--- src/rtl/motion_event_pkg.sv ---
// constants, carriers and helpers for the motion event flag register
package motion_event_pkg;
  // -----------------------------------------------------------------
  // register map
  // -----------------------------------------------------------------
  localparam logic [6:0] KEEP_MASK_ADDR = 7'h0C;
  localparam logic [6:0] INT_MASK_ADDR = 7'h0D;
  localparam logic [6:0] EVENT_ADDR = 7'h0E;
  localparam logic [31:0] KEEP_MASK_RESET = 32'h00000000;
  localparam logic [31:0] INT_MASK_RESET = 32'h00000000;
  localparam logic [31:0] EVENT_RESET = 32'h80000000;
  localparam logic [31:0] RESERVED_MASK = 32'h00400000;
  localparam logic [31:0] RDATA_RESET = 32'h00000000;

  // -----------------------------------------------------------------
  // event bit positions
  // -----------------------------------------------------------------
  localparam int EV_GOAL = 0;
  localparam int EV_COMPARE = 1;
  localparam int EV_PEAK = 2;
  localparam int EV_SPEED_ZERO = 3;
  localparam int EV_PHASE_ZERO = 6;
  localparam int EV_TRAP = 9;
  localparam int EV_FREEZE = 10;
  localparam int EV_LEFT_SW = 11;
  localparam int EV_RIGHT_SW = 12;
  localparam int EV_SOFT_L = 13;
  localparam int EV_SOFT_R = 14;
  localparam int EV_HOME = 15;
  localparam int EV_CAPTURE = 16;
  localparam int EV_FULLSTEP = 17;
  localparam int EV_DEVIATION = 18;
  localparam int EV_INDEX = 19;
  localparam int EV_ENC_CAPTURE = 20;
  localparam int EV_SER_FAULT = 21;
  localparam int EV_SER_CONFIG = 23;
  localparam int EV_SER_FLAGS = 24;
  localparam int EV_DATAGRAM = 25;
  localparam int EV_ENC_ZERO = 26;
  localparam int EV_ANGLE_MAX = 27;
  localparam int EV_IN_BAND = 28;
  localparam int EV_STALL = 29;
  localparam int EV_DRIVER = 30;

  // -----------------------------------------------------------------
  // state codes, pins, limit channels
  // -----------------------------------------------------------------
  localparam logic [1:0] CODE_ZERO = 2'h0;
  localparam logic [1:0] CODE_ONE = 2'h1;
  localparam logic [1:0] CODE_TWO = 2'h2;
  localparam int PIN_CNT = 3;
  localparam int PIN_FREEZE = 0;
  localparam int PIN_LEFT = 1;
  localparam int PIN_RIGHT = 2;
  localparam logic [2:0] PIN_RESET = 3'h1;
  localparam int LIMIT_CNT = 4;
  localparam int SER_FLAG_W = 4;
  localparam int DRV_FLAG_W = 8;
  localparam int FLAG_W = SER_FLAG_W + DRV_FLAG_W;

  // -----------------------------------------------------------------
  // carriers
  // -----------------------------------------------------------------
  typedef struct packed {
    logic rd;
    logic wr;
    logic [6:0] addr;
    logic [31:0] wdata;
  } reg_req_s;

  typedef struct packed {
    logic left_switch_en;
    logic right_switch_en;
    logic left_soft_en;
    logic right_soft_en;
    logic left_soft_write;
    logic right_soft_write;
  } limit_cfg_s;

  typedef struct packed {
    logic goal_reached;
    logic compare_reached;
    logic peak_speed_hit;
    logic [1:0] speed_sign_state;
    logic [1:0] accel_phase_state;
    logic trap_at_limit;
    logic left_soft_limit_hit;
    logic right_soft_limit_hit;
    logic [31:0] current_speed;
    logic [31:0] break_speed;
    logic home_mismatch;
    logic home_outside_margin;
    logic position_capture_done;
    logic homing_done;
    logic fullstep_engaged;
    logic [31:0] current_position;
    logic [31:0] encoder_position;
    logic [31:0] deviation_limit;
    logic index_event;
    logic encoder_capture_done;
    logic serial_encoder_data_fault;
    logic serial_encoder_config_rx;
    logic [3:0] serial_encoder_status_bits;
    logic datagram_sent;
    logic encoder_speed_zero;
    logic loop_angle_at_max;
    logic loop_deviation_in_band;
    logic stall_stopped;
    logic [7:0] driver_status;
    logic [7:0] driver_status_select;
  } motion_status_s;

  // -----------------------------------------------------------------
  // helpers
  // -----------------------------------------------------------------
  // one-hot of the code just entered, zero while the code holds
  function automatic logic [2:0] state_entry(input logic [1:0] cur,
                                             input logic [1:0] prev);
    logic [2:0] hot;
    hot = 3'h0;
    if (cur != prev) begin
      case (cur)
        CODE_ZERO: hot = 3'h1;
        CODE_ONE: hot = 3'h2;
        CODE_TWO: hot = 3'h4;
        default: hot = 3'h0;
      endcase
    end
    return hot;
  endfunction : state_entry

  // magnitude of a 33-bit two's complement value
  function automatic logic [32:0] magnitude(input logic [32:0] v);
    return v[32] ? 33'(-v) : v;
  endfunction : magnitude
endpackage : motion_event_pkg

--- src/rtl/event_rise_detect.sv ---
// rising-edge pulse generator for a vector of same-clock levels
`timescale 1ns/1ns
module event_rise_detect #(
  parameter int W = 1
) (
  input wire logic clock,
  input wire logic resetn,
  input wire logic clock_en,
  input wire logic [W-1:0] level,
  output logic [W-1:0] rise
);
  logic [W-1:0] prev_reg;

  // one history flop per bit; rise is combinational on purpose so the
  // event lands in the flag register on the edge after the level rises
  genvar i;
  generate
    for (i = 0; i < W; i++) begin : g_bit
      always_ff @(posedge clock or negedge resetn) begin
        if (!resetn) begin
          prev_reg[i] <= 1'b0;
        end else if (clock_en) begin
          prev_reg[i] <= level[i];
        end
      end
      assign rise[i] = level[i] & ~prev_reg[i];
    end
  endgenerate
endmodule : event_rise_detect

--- src/rtl/motion_block_latch.sv ---
// direction block held from a limit event until it is released
`timescale 1ns/1ns
module motion_block_latch (
  input wire logic clock,
  input wire logic resetn,
  input wire logic clock_en,
  input wire logic trigger,
  input wire logic event_bit,
  input wire logic free,
  output logic blocked_reg
);
  // a new trigger wins over a release in the same cycle
  always_ff @(posedge clock or negedge resetn) begin
    if (!resetn) begin
      blocked_reg <= 1'b0;
    end else if (clock_en) begin
      if (trigger) begin
        blocked_reg <= 1'b1;
      end else if (!event_bit && free) begin
        blocked_reg <= 1'b0;
      end
    end
  end
endmodule : motion_block_latch

--- src/rtl/motion_event_flags.sv ---
// sticky motion event register with keep mask, interrupt and blocks
`timescale 1ns/1ns
module motion_event_flags
  import motion_event_pkg::*;
(
  input wire logic clock,
  input wire logic resetn,
  input wire logic clock_en,
  input wire reg_req_s reg_req,
  output logic [31:0] reg_rdata,
  input wire logic freeze_pin_n,
  input wire logic left_limit_switch,
  input wire logic right_limit_switch,
  input wire limit_cfg_s limit_cfg,
  input wire motion_status_s status,
  output logic [31:0] event_flags,
  output logic interrupt_out,
  output logic inhibit_negative,
  output logic inhibit_positive,
  output logic halted_by_freeze_pin
);
  // -----------------------------------------------------------------
  // declarations
  // -----------------------------------------------------------------
  logic [PIN_CNT-1:0] pin_meta_reg;
  logic [PIN_CNT-1:0] pin_sync_reg;
  logic [31:0] events_reg;
  logic [31:0] events_next;
  logic [31:0] keep_mask_reg;
  logic [31:0] int_mask_reg;
  logic [31:0] int_mask_next;
  logic [31:0] clear_vec;
  logic [31:0] set_vec;
  logic [31:0] level_vec;
  logic [31:0] level_rise;
  logic [FLAG_W-1:0] flag_level;
  logic [FLAG_W-1:0] flag_rise;
  logic [1:0] sign_prev_reg;
  logic [1:0] phase_prev_reg;
  logic [2:0] sign_hot;
  logic [2:0] phase_hot;
  logic [32:0] speed_mag;
  logic [32:0] dev_mag;
  logic trap_level;
  logic dev_level;
  logic [1:0] soft_written_reg;
  logic [LIMIT_CNT-1:0] lim_free;
  logic [LIMIT_CNT-1:0] lim_blocked;
  logic rd_events;

  // -----------------------------------------------------------------
  // pin synchronisers
  // -----------------------------------------------------------------
  // freeze stage resets high so a release does not look like a fall
  always_ff @(posedge clock or negedge resetn) begin
    if (!resetn) begin
      pin_meta_reg <= PIN_RESET;
      pin_sync_reg <= PIN_RESET;
    end else if (clock_en) begin
      pin_meta_reg[PIN_FREEZE] <= freeze_pin_n;
      pin_meta_reg[PIN_LEFT] <= left_limit_switch;
      pin_meta_reg[PIN_RIGHT] <= right_limit_switch;
      pin_sync_reg <= pin_meta_reg;
    end
  end

  // -----------------------------------------------------------------
  // derived conditions
  // -----------------------------------------------------------------
  // magnitudes are taken at 33 bits so the most negative value is safe
  assign speed_mag = magnitude({status.current_speed[31],
                                status.current_speed});
  assign dev_mag = magnitude(33'({status.current_position[31],
                                  status.current_position}
                                 - {status.encoder_position[31],
                                    status.encoder_position}));
  // a zero break speed disables the trapezoid limit event
  assign trap_level = status.trap_at_limit
                    & (status.break_speed != 32'h00000000)
                    & (speed_mag > {1'b0, status.break_speed});
  assign dev_level = dev_mag > {1'b0, status.deviation_limit};

  // -----------------------------------------------------------------
  // level sources, one per event bit, edge detected
  // -----------------------------------------------------------------
  always_comb begin
    level_vec = 32'h00000000;
    level_vec[EV_GOAL] = status.goal_reached;
    level_vec[EV_COMPARE] = status.compare_reached;
    level_vec[EV_PEAK] = status.peak_speed_hit;
    level_vec[EV_TRAP] = trap_level;
    level_vec[EV_FREEZE] = ~pin_sync_reg[PIN_FREEZE];
    level_vec[EV_LEFT_SW] = pin_sync_reg[PIN_LEFT]
                          & limit_cfg.left_switch_en;
    level_vec[EV_RIGHT_SW] = pin_sync_reg[PIN_RIGHT]
                           & limit_cfg.right_switch_en;
    level_vec[EV_SOFT_L] = status.left_soft_limit_hit;
    level_vec[EV_SOFT_R] = status.right_soft_limit_hit;
    level_vec[EV_HOME] = status.home_mismatch
                       & status.home_outside_margin;
    level_vec[EV_FULLSTEP] = status.fullstep_engaged;
    level_vec[EV_DEVIATION] = dev_level;
    level_vec[EV_INDEX] = status.index_event;
    level_vec[EV_ENC_ZERO] = status.encoder_speed_zero;
    level_vec[EV_ANGLE_MAX] = status.loop_angle_at_max;
    level_vec[EV_IN_BAND] = status.loop_deviation_in_band;
    level_vec[EV_STALL] = status.stall_stopped;
  end

  event_rise_detect #(
    .W(32)
  ) u_level_rise (
    .clock(clock),
    .resetn(resetn),
    .clock_en(clock_en),
    .level(level_vec),
    .rise(level_rise)
  );

  // each serial encoder bit and each selected driver bit counts on its own rising edge
  assign flag_level = {status.driver_status
                       & status.driver_status_select,
                       status.serial_encoder_status_bits};

  event_rise_detect #(
    .W(FLAG_W)
  ) u_flag_rise (
    .clock(clock),
    .resetn(resetn),
    .clock_en(clock_en),
    .level(flag_level),
    .rise(flag_rise)
  );

  // -----------------------------------------------------------------
  // state entry tracking for speed sign and accel phase
  // -----------------------------------------------------------------
  always_ff @(posedge clock or negedge resetn) begin
    if (!resetn) begin
      sign_prev_reg <= CODE_ZERO;
      phase_prev_reg <= CODE_ZERO;
    end else if (clock_en) begin
      sign_prev_reg <= status.speed_sign_state;
      phase_prev_reg <= status.accel_phase_state;
    end
  end

  assign sign_hot = state_entry(status.speed_sign_state,
                                sign_prev_reg);
  assign phase_hot = state_entry(status.accel_phase_state,
                                 phase_prev_reg);

  // -----------------------------------------------------------------
  // set vector
  // -----------------------------------------------------------------
  always_comb begin
    set_vec = level_rise;
    set_vec[EV_SPEED_ZERO +: 3] = sign_hot;
    set_vec[EV_PHASE_ZERO +: 3] = phase_hot;
    set_vec[EV_CAPTURE] = status.position_capture_done
                        | status.homing_done;
    set_vec[EV_ENC_CAPTURE] = status.encoder_capture_done;
    set_vec[EV_SER_FAULT] = status.serial_encoder_data_fault;
    set_vec[EV_SER_CONFIG] = status.serial_encoder_config_rx;
    set_vec[EV_SER_FLAGS] = |flag_rise[SER_FLAG_W-1:0];
    set_vec[EV_DATAGRAM] = status.datagram_sent;
    set_vec[EV_DRIVER] = |flag_rise[FLAG_W-1:SER_FLAG_W];
  end

  // -----------------------------------------------------------------
  // register access
  // -----------------------------------------------------------------
  assign rd_events = reg_req.rd & addr_hit(reg_req.addr, EVENT_ADDR);
  // protected bits survive the read, all others drop
  assign clear_vec = rd_events ? ~keep_mask_reg
                               : 32'h00000000;
  // an event arriving with the read is kept: set beats clear
  assign events_next = ((events_reg & ~clear_vec) | set_vec)
                     & ~RESERVED_MASK;
  assign int_mask_next = (reg_req.wr
                          && addr_hit(reg_req.addr, INT_MASK_ADDR))
                       ? reg_req.wdata : int_mask_reg;

  // event register, reset leaves only the reset-seen bit
  always_ff @(posedge clock or negedge resetn) begin
    if (!resetn) begin
      events_reg <= EVENT_RESET;
    end else if (clock_en) begin
      events_reg <= events_next;
    end
  end

  // configuration masks
  always_ff @(posedge clock or negedge resetn) begin
    if (!resetn) begin
      keep_mask_reg <= KEEP_MASK_RESET;
      int_mask_reg <= INT_MASK_RESET;
    end else if (clock_en) begin
      if (reg_req.wr && addr_hit(reg_req.addr, KEEP_MASK_ADDR)) begin
        keep_mask_reg <= reg_req.wdata;
      end
      int_mask_reg <= int_mask_next;
    end
  end

  // read data holds until the next read; unmapped reads give zero
  always_ff @(posedge clock or negedge resetn) begin
    if (!resetn) begin
      reg_rdata <= RDATA_RESET;
    end else if (clock_en && reg_req.rd) begin
      if (addr_hit(reg_req.addr, EVENT_ADDR)) begin
        reg_rdata <= events_reg;
      end else if (addr_hit(reg_req.addr, KEEP_MASK_ADDR)) begin
        reg_rdata <= keep_mask_reg;
      end else if (addr_hit(reg_req.addr, INT_MASK_ADDR)) begin
        reg_rdata <= int_mask_reg;
      end else begin
        reg_rdata <= RDATA_RESET;
      end
    end
  end

  // -----------------------------------------------------------------
  // interrupt
  // -----------------------------------------------------------------
  // built from next values so the pin tracks the flag register exactly
  always_ff @(posedge clock or negedge resetn) begin
    if (!resetn) begin
      interrupt_out <= 1'b0;
    end else if (clock_en) begin
      interrupt_out <= |(events_next & int_mask_next);
    end
  end

  // -----------------------------------------------------------------
  // motion blocking
  // -----------------------------------------------------------------
  // a soft limit must see a fresh position written after it fired
  always_ff @(posedge clock or negedge resetn) begin
    if (!resetn) begin
      soft_written_reg <= 2'h0;
    end else if (clock_en) begin
      if (set_vec[EV_SOFT_L]) begin
        soft_written_reg[0] <= 1'b0;
      end else if (limit_cfg.left_soft_write) begin
        soft_written_reg[0] <= 1'b1;
      end
      if (set_vec[EV_SOFT_R]) begin
        soft_written_reg[1] <= 1'b0;
      end else if (limit_cfg.right_soft_write) begin
        soft_written_reg[1] <= 1'b1;
      end
    end
  end

  assign lim_free[0] = ~pin_sync_reg[PIN_LEFT]
                     | ~limit_cfg.left_switch_en;
  assign lim_free[1] = ~pin_sync_reg[PIN_RIGHT]
                     | ~limit_cfg.right_switch_en;
  assign lim_free[2] = soft_written_reg[0]
                     | ~limit_cfg.left_soft_en;
  assign lim_free[3] = soft_written_reg[1]
                     | ~limit_cfg.right_soft_en;

  // channel i follows event bit EV_LEFT_SW + i
  genvar k;
  generate
    for (k = 0; k < LIMIT_CNT; k++) begin : g_limit
      motion_block_latch u_block (
        .clock(clock),
        .resetn(resetn),
        .clock_en(clock_en),
        .trigger(set_vec[EV_LEFT_SW+k]),
        .event_bit(events_reg[EV_LEFT_SW+k]),
        .free(lim_free[k]),
        .blocked_reg(lim_blocked[k])
      );
    end
  endgenerate

  // freeze is only undone by reset, so it has no clear path
  always_ff @(posedge clock or negedge resetn) begin
    if (!resetn) begin
      halted_by_freeze_pin <= 1'b0;
    end else if (clock_en && set_vec[EV_FREEZE]) begin
      halted_by_freeze_pin <= 1'b1;
    end
  end

  // outputs registered once more; one cycle later than the latches
  always_ff @(posedge clock or negedge resetn) begin
    if (!resetn) begin
      inhibit_negative <= 1'b0;
      inhibit_positive <= 1'b0;
    end else if (clock_en) begin
      inhibit_negative <= lim_blocked[0] | lim_blocked[2]
                        | halted_by_freeze_pin;
      inhibit_positive <= lim_blocked[1] | lim_blocked[3]
                        | halted_by_freeze_pin;
    end
  end

  assign event_flags = events_reg;

  // -----------------------------------------------------------------
  // local decode
  // -----------------------------------------------------------------
  function automatic logic addr_hit(input logic [6:0] a,
                                    input logic [6:0] b);
    return a == b;
  endfunction : addr_hit
endmodule : motion_event_flags

--- config.mk ---
export PLATFORM = sky130hd
export DESIGN_NAME = motion_event_flags
export DESIGN_NICKNAME = d
export VERILOG_FILES = /design/src/rtl/motion_event_pkg.sv /design/src/rtl/event_rise_detect.sv /design/src/rtl/motion_block_latch.sv /design/src/rtl/motion_event_flags.sv
export SDC_FILE = /design/constraint.sdc
export NUM_CORES = 1
export LEC_CHECK = 0
export BUFFER_PORTS_ARGS = -buffer_cell sky130_fd_sc_hd__buf_2
export CAP_MARGIN = 25
export CORE_ASPECT_RATIO = 0.6
export CORE_MARGIN = 2
export CORE_UTILIZATION = 55
export CTS_BUF_LIST = sky130_fd_sc_hd__clkbuf_16
export CTS_CLUSTER_SIZE = 40
export DETAILED_ROUTE_END_ITERATION = 6
export MAX_ROUTING_LAYER = met4
export PLACE_DENSITY_LB_ADDON = 0.08
export SLEW_MARGIN = 20
export SYNTH_ARGS = -nofsm -noshare
export SYNTH_HDL_FRONTEND = slang
export SYNTH_SLANG_ARGS = --single-unit
--- constraint.sdc ---
create_clock -name clock -period 2.1 [get_ports clock]
set_clock_uncertainty 0.05 [all_clocks]
set_input_delay 0.21 -clock clock [delete_from_list [all_inputs] [get_ports clock]]
set_output_delay 0.21 -clock clock [all_outputs]
set_load 0.02 [all_outputs]
==> metrics, run 1 <==
Hold Path Depth=2; Die Area=0.0257 mm²; Avg Vias per Cell=5.82; outcome=finished, violations left; layout cells sized above 1=38.3%; vias in the first global route=14.7k; Setup crit start kind=input port; failing checks=design-rule violations, negative hold slack, negative setup slack; Slew Limit Fails=0; Worst path max stage delay=0.53 ns; worst rel slew slack=55.4%; number of flops mapped to enable cells by yosys=0; LEAKAGE=9.75 nW; DRT Pass-1 Iters=7; CTS tree=done; Most common cell on crit path=a21oi_1; worst hold margin=-0.000388 ns; fin crit period=4.50 ns; synthesized area=0.0134 mm²; Die W=205 µm; Least-Margin Pin Slew=0.669 ns; layout net count=2565; clock transition at the registers of the reported paths=0.07 ns; crit end category=flop; largest net degree at the start of global routing=54; Endpoint, Worst Hold=keep_mask_reg[26]$_DFFE_PN0P_; vias=14.8k; setup slack, reg-to-reg=-0.44 ns; CP Data Required Time=2.35 ns; average size of a mapped cell=8.70 µm²; # rows=44; post-synthesis sequential area ratio=32.9%; Worst Setup Path Type=input port to flop; Iteration-0 DRC Markers=1393; Inserted Clock Buffers=17; Final WS setup=-2.40 ns; DRC errors left=5; Max Root-Sink Buffers=2; # clock sinks=176; capturing point of the worst reg2reg path=interrupt_out$_DFFE_PN0P_; routed wire length=48.0 mm; grt total ovfl=0; Routed Antenna Nets=0; H-Tree Depth=4; fin util=79.8%; crit-path max FO=4; Max VDD drop=611 µV; RSZ-0062 raised after global routing=true; worst r2r src=phase_prev_reg[0]$_DFFE_PN0P_; WL per Instance=18.9 µm; All-Layer GR Usage=38.5%; FF+latch count, synth=176; YS warnings=0; Detailed Place HPWL=35.9 mm; first-pass GRT wire length=75.8 mm; Mapped Nets=1896; FMAX=0.222 GHz; clock root cell=clkbuf_16; maxcap violations=0; WP data arrival=4.75 ns; Power Density=584 mW/mm²; fin crit share=214%; Worst Reg-to-Reg Cells=9; Top delay family on crit path=simple AND/OR/NAND/NOR gates; Hold Startpoint=reg_req[26]; final setup fails=5; Initial Util=55.7%; Final Wtd Congestion=0.938; core area=0.0241 mm²; Synth Instances=1540; CP Buf/Inv Count=2; initial antenna violation count=1; Syn-to-layout area delta=43.4%; cell depth of the worst setup path=25; I/O Buffers=323; Clock Latency Late Sink=0.44 ns; Yosys cell types=81; asr flop ratio synth=100%; Synth Flop Type=dfrtp_1; IO Count=325; Final Hold Violating Endpoints=1; critical path's slowest cell=or4_4; die height=125 µm; Worst Hold Class=input port to flop
worst max-delay path by stage:
stage	endpoint	start	slack [ns]
6_report	event_flags[18]$_DFFE_PN0P_	status[93]	-2.40
5_1_grt	event_flags[18]$_DFFE_PN0P_	status[70]	-2.69
4_1_cts	event_flags[18]$_DFFE_PN0P_	status[93]	-2.44
3_5_place_dp	event_flags[18]$_DFFE_PN0P_	status[93]	-2.99
3_3_place_gp	interrupt_out$_DFFE_PN0P_	status[93]	-2.93
2_1_floorplan	interrupt_out$_DFFE_PN0P_	status[93]	-2.45
placed cells by master, fill, tap and decap left out, types with 12 or more instances in the layout:
cell and instances:
dlygate4sd3_1 41, nor3_1 19, xnor2_1 52, o21ai_0 145, nand2_1 146, nand2b_1 13
o21a_1 14, dfrtp_1 173, nand3_1 27, or3_1 13, inv_1 127, a21o_1 31
a21oi_1 82, o22ai_1 13, buf_4 349, nand4_1 19, a22o_1 47, a31oi_1 19
mux2_2 68, mux2i_1 46, ha_1 95, xor2_1 25, buf_2 317, o31ai_1 20
nor4_1 12, nor2_1 74, clkbuf_16 17
worst reg2reg max path, delay by kind of cell, from the launching register on:
family                 cells  cell delay [ns]
DFF                        1             0.40
AOI/OAI and AO/OA          6             1.45
buffers and inverters      1             0.18
and+or+nand+nor            2             0.34
synthesized netlist by cell type (all sizes together) (5+ instances only):
cell / n / area, µm²
a21boi: 9 / 71.3
o22ai: 13 / 81.3
and3: 10 / 62.6
nor2: 74 / 278
a31oi: 20 / 125
nand2b: 15 / 93.8
o21a: 14 / 105
xor2: 25 / 219
xnor2: 52 / 455
a21o: 31 / 233
clkbuf: 54 / 204
a211oi: 9 / 72.6
o41ai: 7 / 61.3
or3: 19 / 124
inv: 129 / 484
buf: 13 / 83.8
nor4: 15 / 109
o21ai: 157 / 790
a22o: 47 / 412
and2: 10 / 62.6
or4: 8 / 63.8
nand2: 147 / 552
nand4: 19 / 119
or2: 10 / 62.6
nor3: 24 / 125
mux2: 68 / 766
dfrtp: 173 / 4330
nor2b: 11 / 68.8
a22oi: 7 / 52.6
ha: 98 / 1230
nand3: 29 / 150
mux2i: 46 / 460
a21oi: 86 / 438
o211ai: 5 / 37.5
o31ai: 21 / 158
timing repair:
action | 4_1_cts | 5_1_grt
setup buffers | 9 | 7
resized for setup | 22 | 27
endpoints found under the setup margin | 5 | 5
hold buffers | 41 | 0
hold endpoints to repair | 99 | 0
pin swaps | 18 | 20
logic make-up after synthesis:
logic type	count (synthesis)	share of synthesized area (%)
compound gates	470	22.8
xor+xnor	77	5.04
fa+ha+maj	99	9.31
buf+inv	197	5.79
flops	176	32.9
mux	114	9.16
other cells	1	0.0280
simple gates	406	14.9
per-stage QoR:
step           total power, mW  TNS (ns)  cells  worst slack, ns  area, µm²
6_report                  11.2     -9.52   2545            -2.40      19200
3_5_place_dp              7.57    -12.94   2455            -2.99      17800
4_1_cts                   11.0     -9.60   2537            -2.44      19000
5_1_grt                   11.8    -10.50   2545            -2.69      19200
3_3_place_gp              7.47    -12.36   2455            -2.93      17800
2_1_floorplan             5.76     -9.78   1540            -2.45      13500
report_power, final:
part / internal (mW) / switching, mW / total, mW
combinational: 2.04 / 2.06 / 4.10
sequential: 3.57 / 0.138 / 3.71
clock: 1.89 / 1.50 / 3.39
cell type report:
type,instances,area [µm²]
inverters,130,495
multi-input cells,1167,8500
well taps,322,403
fillers,1678,4860
clock buffers,17,425
diodes,1,2.50
repair buffers,717,4780
flip-flops and latches,176,4410
clock inverters,15,183
layer usage:
layer  share of wire, %  wire length, µm  GRT usage, %
met5                  0                0             -
met1                 44            21100          52.1
met3                9.1             4370          7.98
met4                2.8             1350          11.7
met2                 44            21200          58.2
Note: power is estimated with default switching activity, not from simulation.
==> run 2: changes to the inputs <==
- CORE_UTILIZATION: 55 -> 50
- clock period: 2.1 -> 3.7 ns (I/O delays scaled with it)
==> run 2 against run 1 <==
The flow finishes with violations (negative setup slack). Cell area down 5.3%. Core utilization down 11 points. Total power shrank 47%. Via count fell by 5.1%. Worst setup slack improved by 1.4 ns. Hold slack improved by 0.094 ns. Routed wire length is 5.0% lower.
==> metrics, run 2 (same netlist as run 1, synthesis figures left out) <==
Initial Util=50.8% (-4.9 points); IO Count=325 (unchanged); All-Layer GR Usage=33.1% (-5.4 points); NetSw=1.97 mW (-47%); fin crit period=4.72 ns; crit end category=flop; Placed Instances=2411 (-1.8%); fillers=2214 (+32%); crit-path max FO=4 (unchanged); vias in the first global route=13.5k (-8.3%); # clock sinks=176 (unchanged); Power Density=325 mW/mm² (-44%); die height=131 µm (+4.7%); fin crit share=128%; core area=0.0264 mm² (+9.6%); final setup fails=4 (-1); combinational share of power=37.7% (+1.1 points); Slew Limit Fails=0 (unchanged); setup slack, reg-to-reg=1.25 ns (+1.69 ns); WP data arrival=4.96 ns (+0.21 ns); # rows=46 (+4.5%); WL per Instance=18.5 µm (-1.8%); vias=14.1k (-5.1%); I/O Buffers=323 (unchanged); setup TNS=-2.95 ns (+6.57 ns); Multi-input gate area=0.00862 mm² (+1.3%); Least-Margin Pin Slew=0.762 ns (+0.0933 ns); CP Data Required Time=3.93 ns (+1.58 ns); Routed Antenna Nets=0 (unchanged); most frequent cells in the layout=317 x buf_2, 268 x buf_4, 173 x dfrtp_1; first-pass GRT wire length=71.5 mm (-5.7%); LEAKAGE=9.17 nW (-6.0%); Syn-to-layout area delta=35.7%; failing checks=negative setup slack; Max VDD drop=277 µV (-55%); Final WS setup=-1.02 ns (+1.38 ns); Detailed Place HPWL=35.7 mm (-0.40%); largest net degree at the start of global routing=83 (+54%); Worst Setup Path Type=input port to flop; layout net count=2441 (-4.8%); clock root cell=clkbuf_16; grt total ovfl=0 (unchanged); CTS tree=done; outcome=finished, violations left; Die W=215 µm (+4.8%); Worst Hold Class=input port to flop; layout cells sized above 1=37.0% (-1.4 points); maxcap violations=0 (unchanged); Cell Int Power=3.94 mW (-48%); final cell count without fillers=2461 (-3.3%); Post-Place Cell Area=0.0172 mm² (-3.6%); DRC errors left=0 (-5); DRT Pass-1 Iters=5 (-2); Setup crit start kind=input port; worst rel slew slack=49.2% (-6.2 points); Sequential Area=0.00441 mm² (unchanged); Max Root-Sink Buffers=2 (unchanged); FMAX=0.212 GHz; routed wire length=45.6 mm (-5.0%); final instance area=0.0182 mm² (-5.3%); Seq pwr share=35.7% (+2.6 points); commonest non-fill, non-tap cell in the layout=buf_2; Avg Vias per Cell=5.71 (-1.9%); Inserted Clock Buffers=17 (unchanged); Final Wtd Congestion=0.985 (+5.0%); Final Hold Violating Endpoints=0 (-1); initial antenna violation count=3 (+2); RSZ-0062 raised after global routing=true; clock transition at the registers of the reported paths=0.06 ns (about the same); H-Tree Depth=4 (unchanged); Sw Share=33.3% (+0.37 points); Die Area=0.0281 mm² (+9.7%); Clock Latency Late Sink=0.44 ns (about the same); Iteration-0 DRC Markers=1064 (-24%); Clk network pwr share=26.6% (-3.7 points)
## run 2: cell types whose count changed in the layout (fill, tap and decap cells not counted), sizes merged, moves of 3 or more
cell and change:
inv -3, buf -84, bufinv -3, dlygate4sd3 -40, clkinv +8
## run 2: what timing repair did
item / in CTS / in global routing
gates resized for setup: 31 / 47
endpoints found under the setup margin: 4 / 5
setup buffers: 9 / 5
hold buffers: 1 / 0
endpoints found under the hold margin: 79 / 0
pin swaps: 7 / 17
## run 2: worst paths after layout
path                                                 startpoint                              endpoint  cells past startpoint
setup / recovery                                     status[93]           event_flags[18]$_DFFE_PN0P_                     23
hold / removal                                       status[20]           event_flags[25]$_DFFE_PN0P_                      3
setup reg to reg                  keep_mask_reg[17]$_DFFE_PN0P_             interrupt_out$_DFFE_PN0P_                      8
hold reg to reg            u_flag_rise.prev_reg[11]$_DFFE_PN0P_  u_flag_rise.prev_reg[11]$_DFFE_PN0P_                      2
max in group asynchronous                                resetn           event_flags[31]$_DFFE_PN1P_                      3
min in group asynchronous                                resetn             reg_rdata[15]$_DFFE_PN0P_                      2
## run 2: metal layers
layer / share of wire (%) / track usage (%) / wire [µm]
met5: 0 / - / 0
met1: 47 / 46.6 / 21500
met3: 8.3 / 7.15 / 3800
met4: 2.5 / 10.2 / 1130
met2: 42 / 47.6 / 19200
## run 2: critical path: stages
cell	delay, ns
buf_8	0.08
inv_8	0.03
ha_4	0.17
fa_2	0.35
nand2b_4	0.17
a21bo_4	0.24
a2111oi_4	0.30
a211oi_2	0.07
or4_4	0.55
nor4_4	0.21
nand3_2	0.17
or3_4	0.37
o21ai_2	0.15
xnor2_1	0.13
ha_1	0.26
a21oi_1	0.15
nor2b_1	0.06
o21ai_0	0.21
nand4_1	0.19
o31ai_4	0.31
o21ai_1	0.09
a31oi_1	0.21
a21oi_1	0.10
## run 2: power groups by stage
stage	logic, mW	registers, mW	clock network (mW)
final	2.23	2.11	1.57
after global routing	2.46	2.12	1.66
after CTS	2.13	2.11	1.57
after detailed placement	2.06	2.14	0
after global placement	2.02	2.14	0
after floorplan	1.13	2.14	0
## run 2: final cells by class
class / instances / area share (%)
multi-input cells: 1167 / 47.4
diodes: 3 / 0.0413
flip-flops and latches: 176 / 24.3
clock inverters: 15 / 0.372
inverters: 130 / 2.73
clock buffers: 17 / 2.34
repair buffers: 593 / 20.4
well taps: 360 / 2.48
## run 2: through the flow
step,power [mW],worst slack (ns),utilization (%),hold WS [ns]
floorplan,3.27,-1.01,-,0.0244
global placement,4.15,-1.64,65.2,0.412
detailed placement,4.20,-1.76,65.2,0.416
CTS,5.81,-0.948,67.9,0.0859
global route,6.24,-1.21,68.9,0.0970
finish,5.91,-1.02,68.9,0.0939
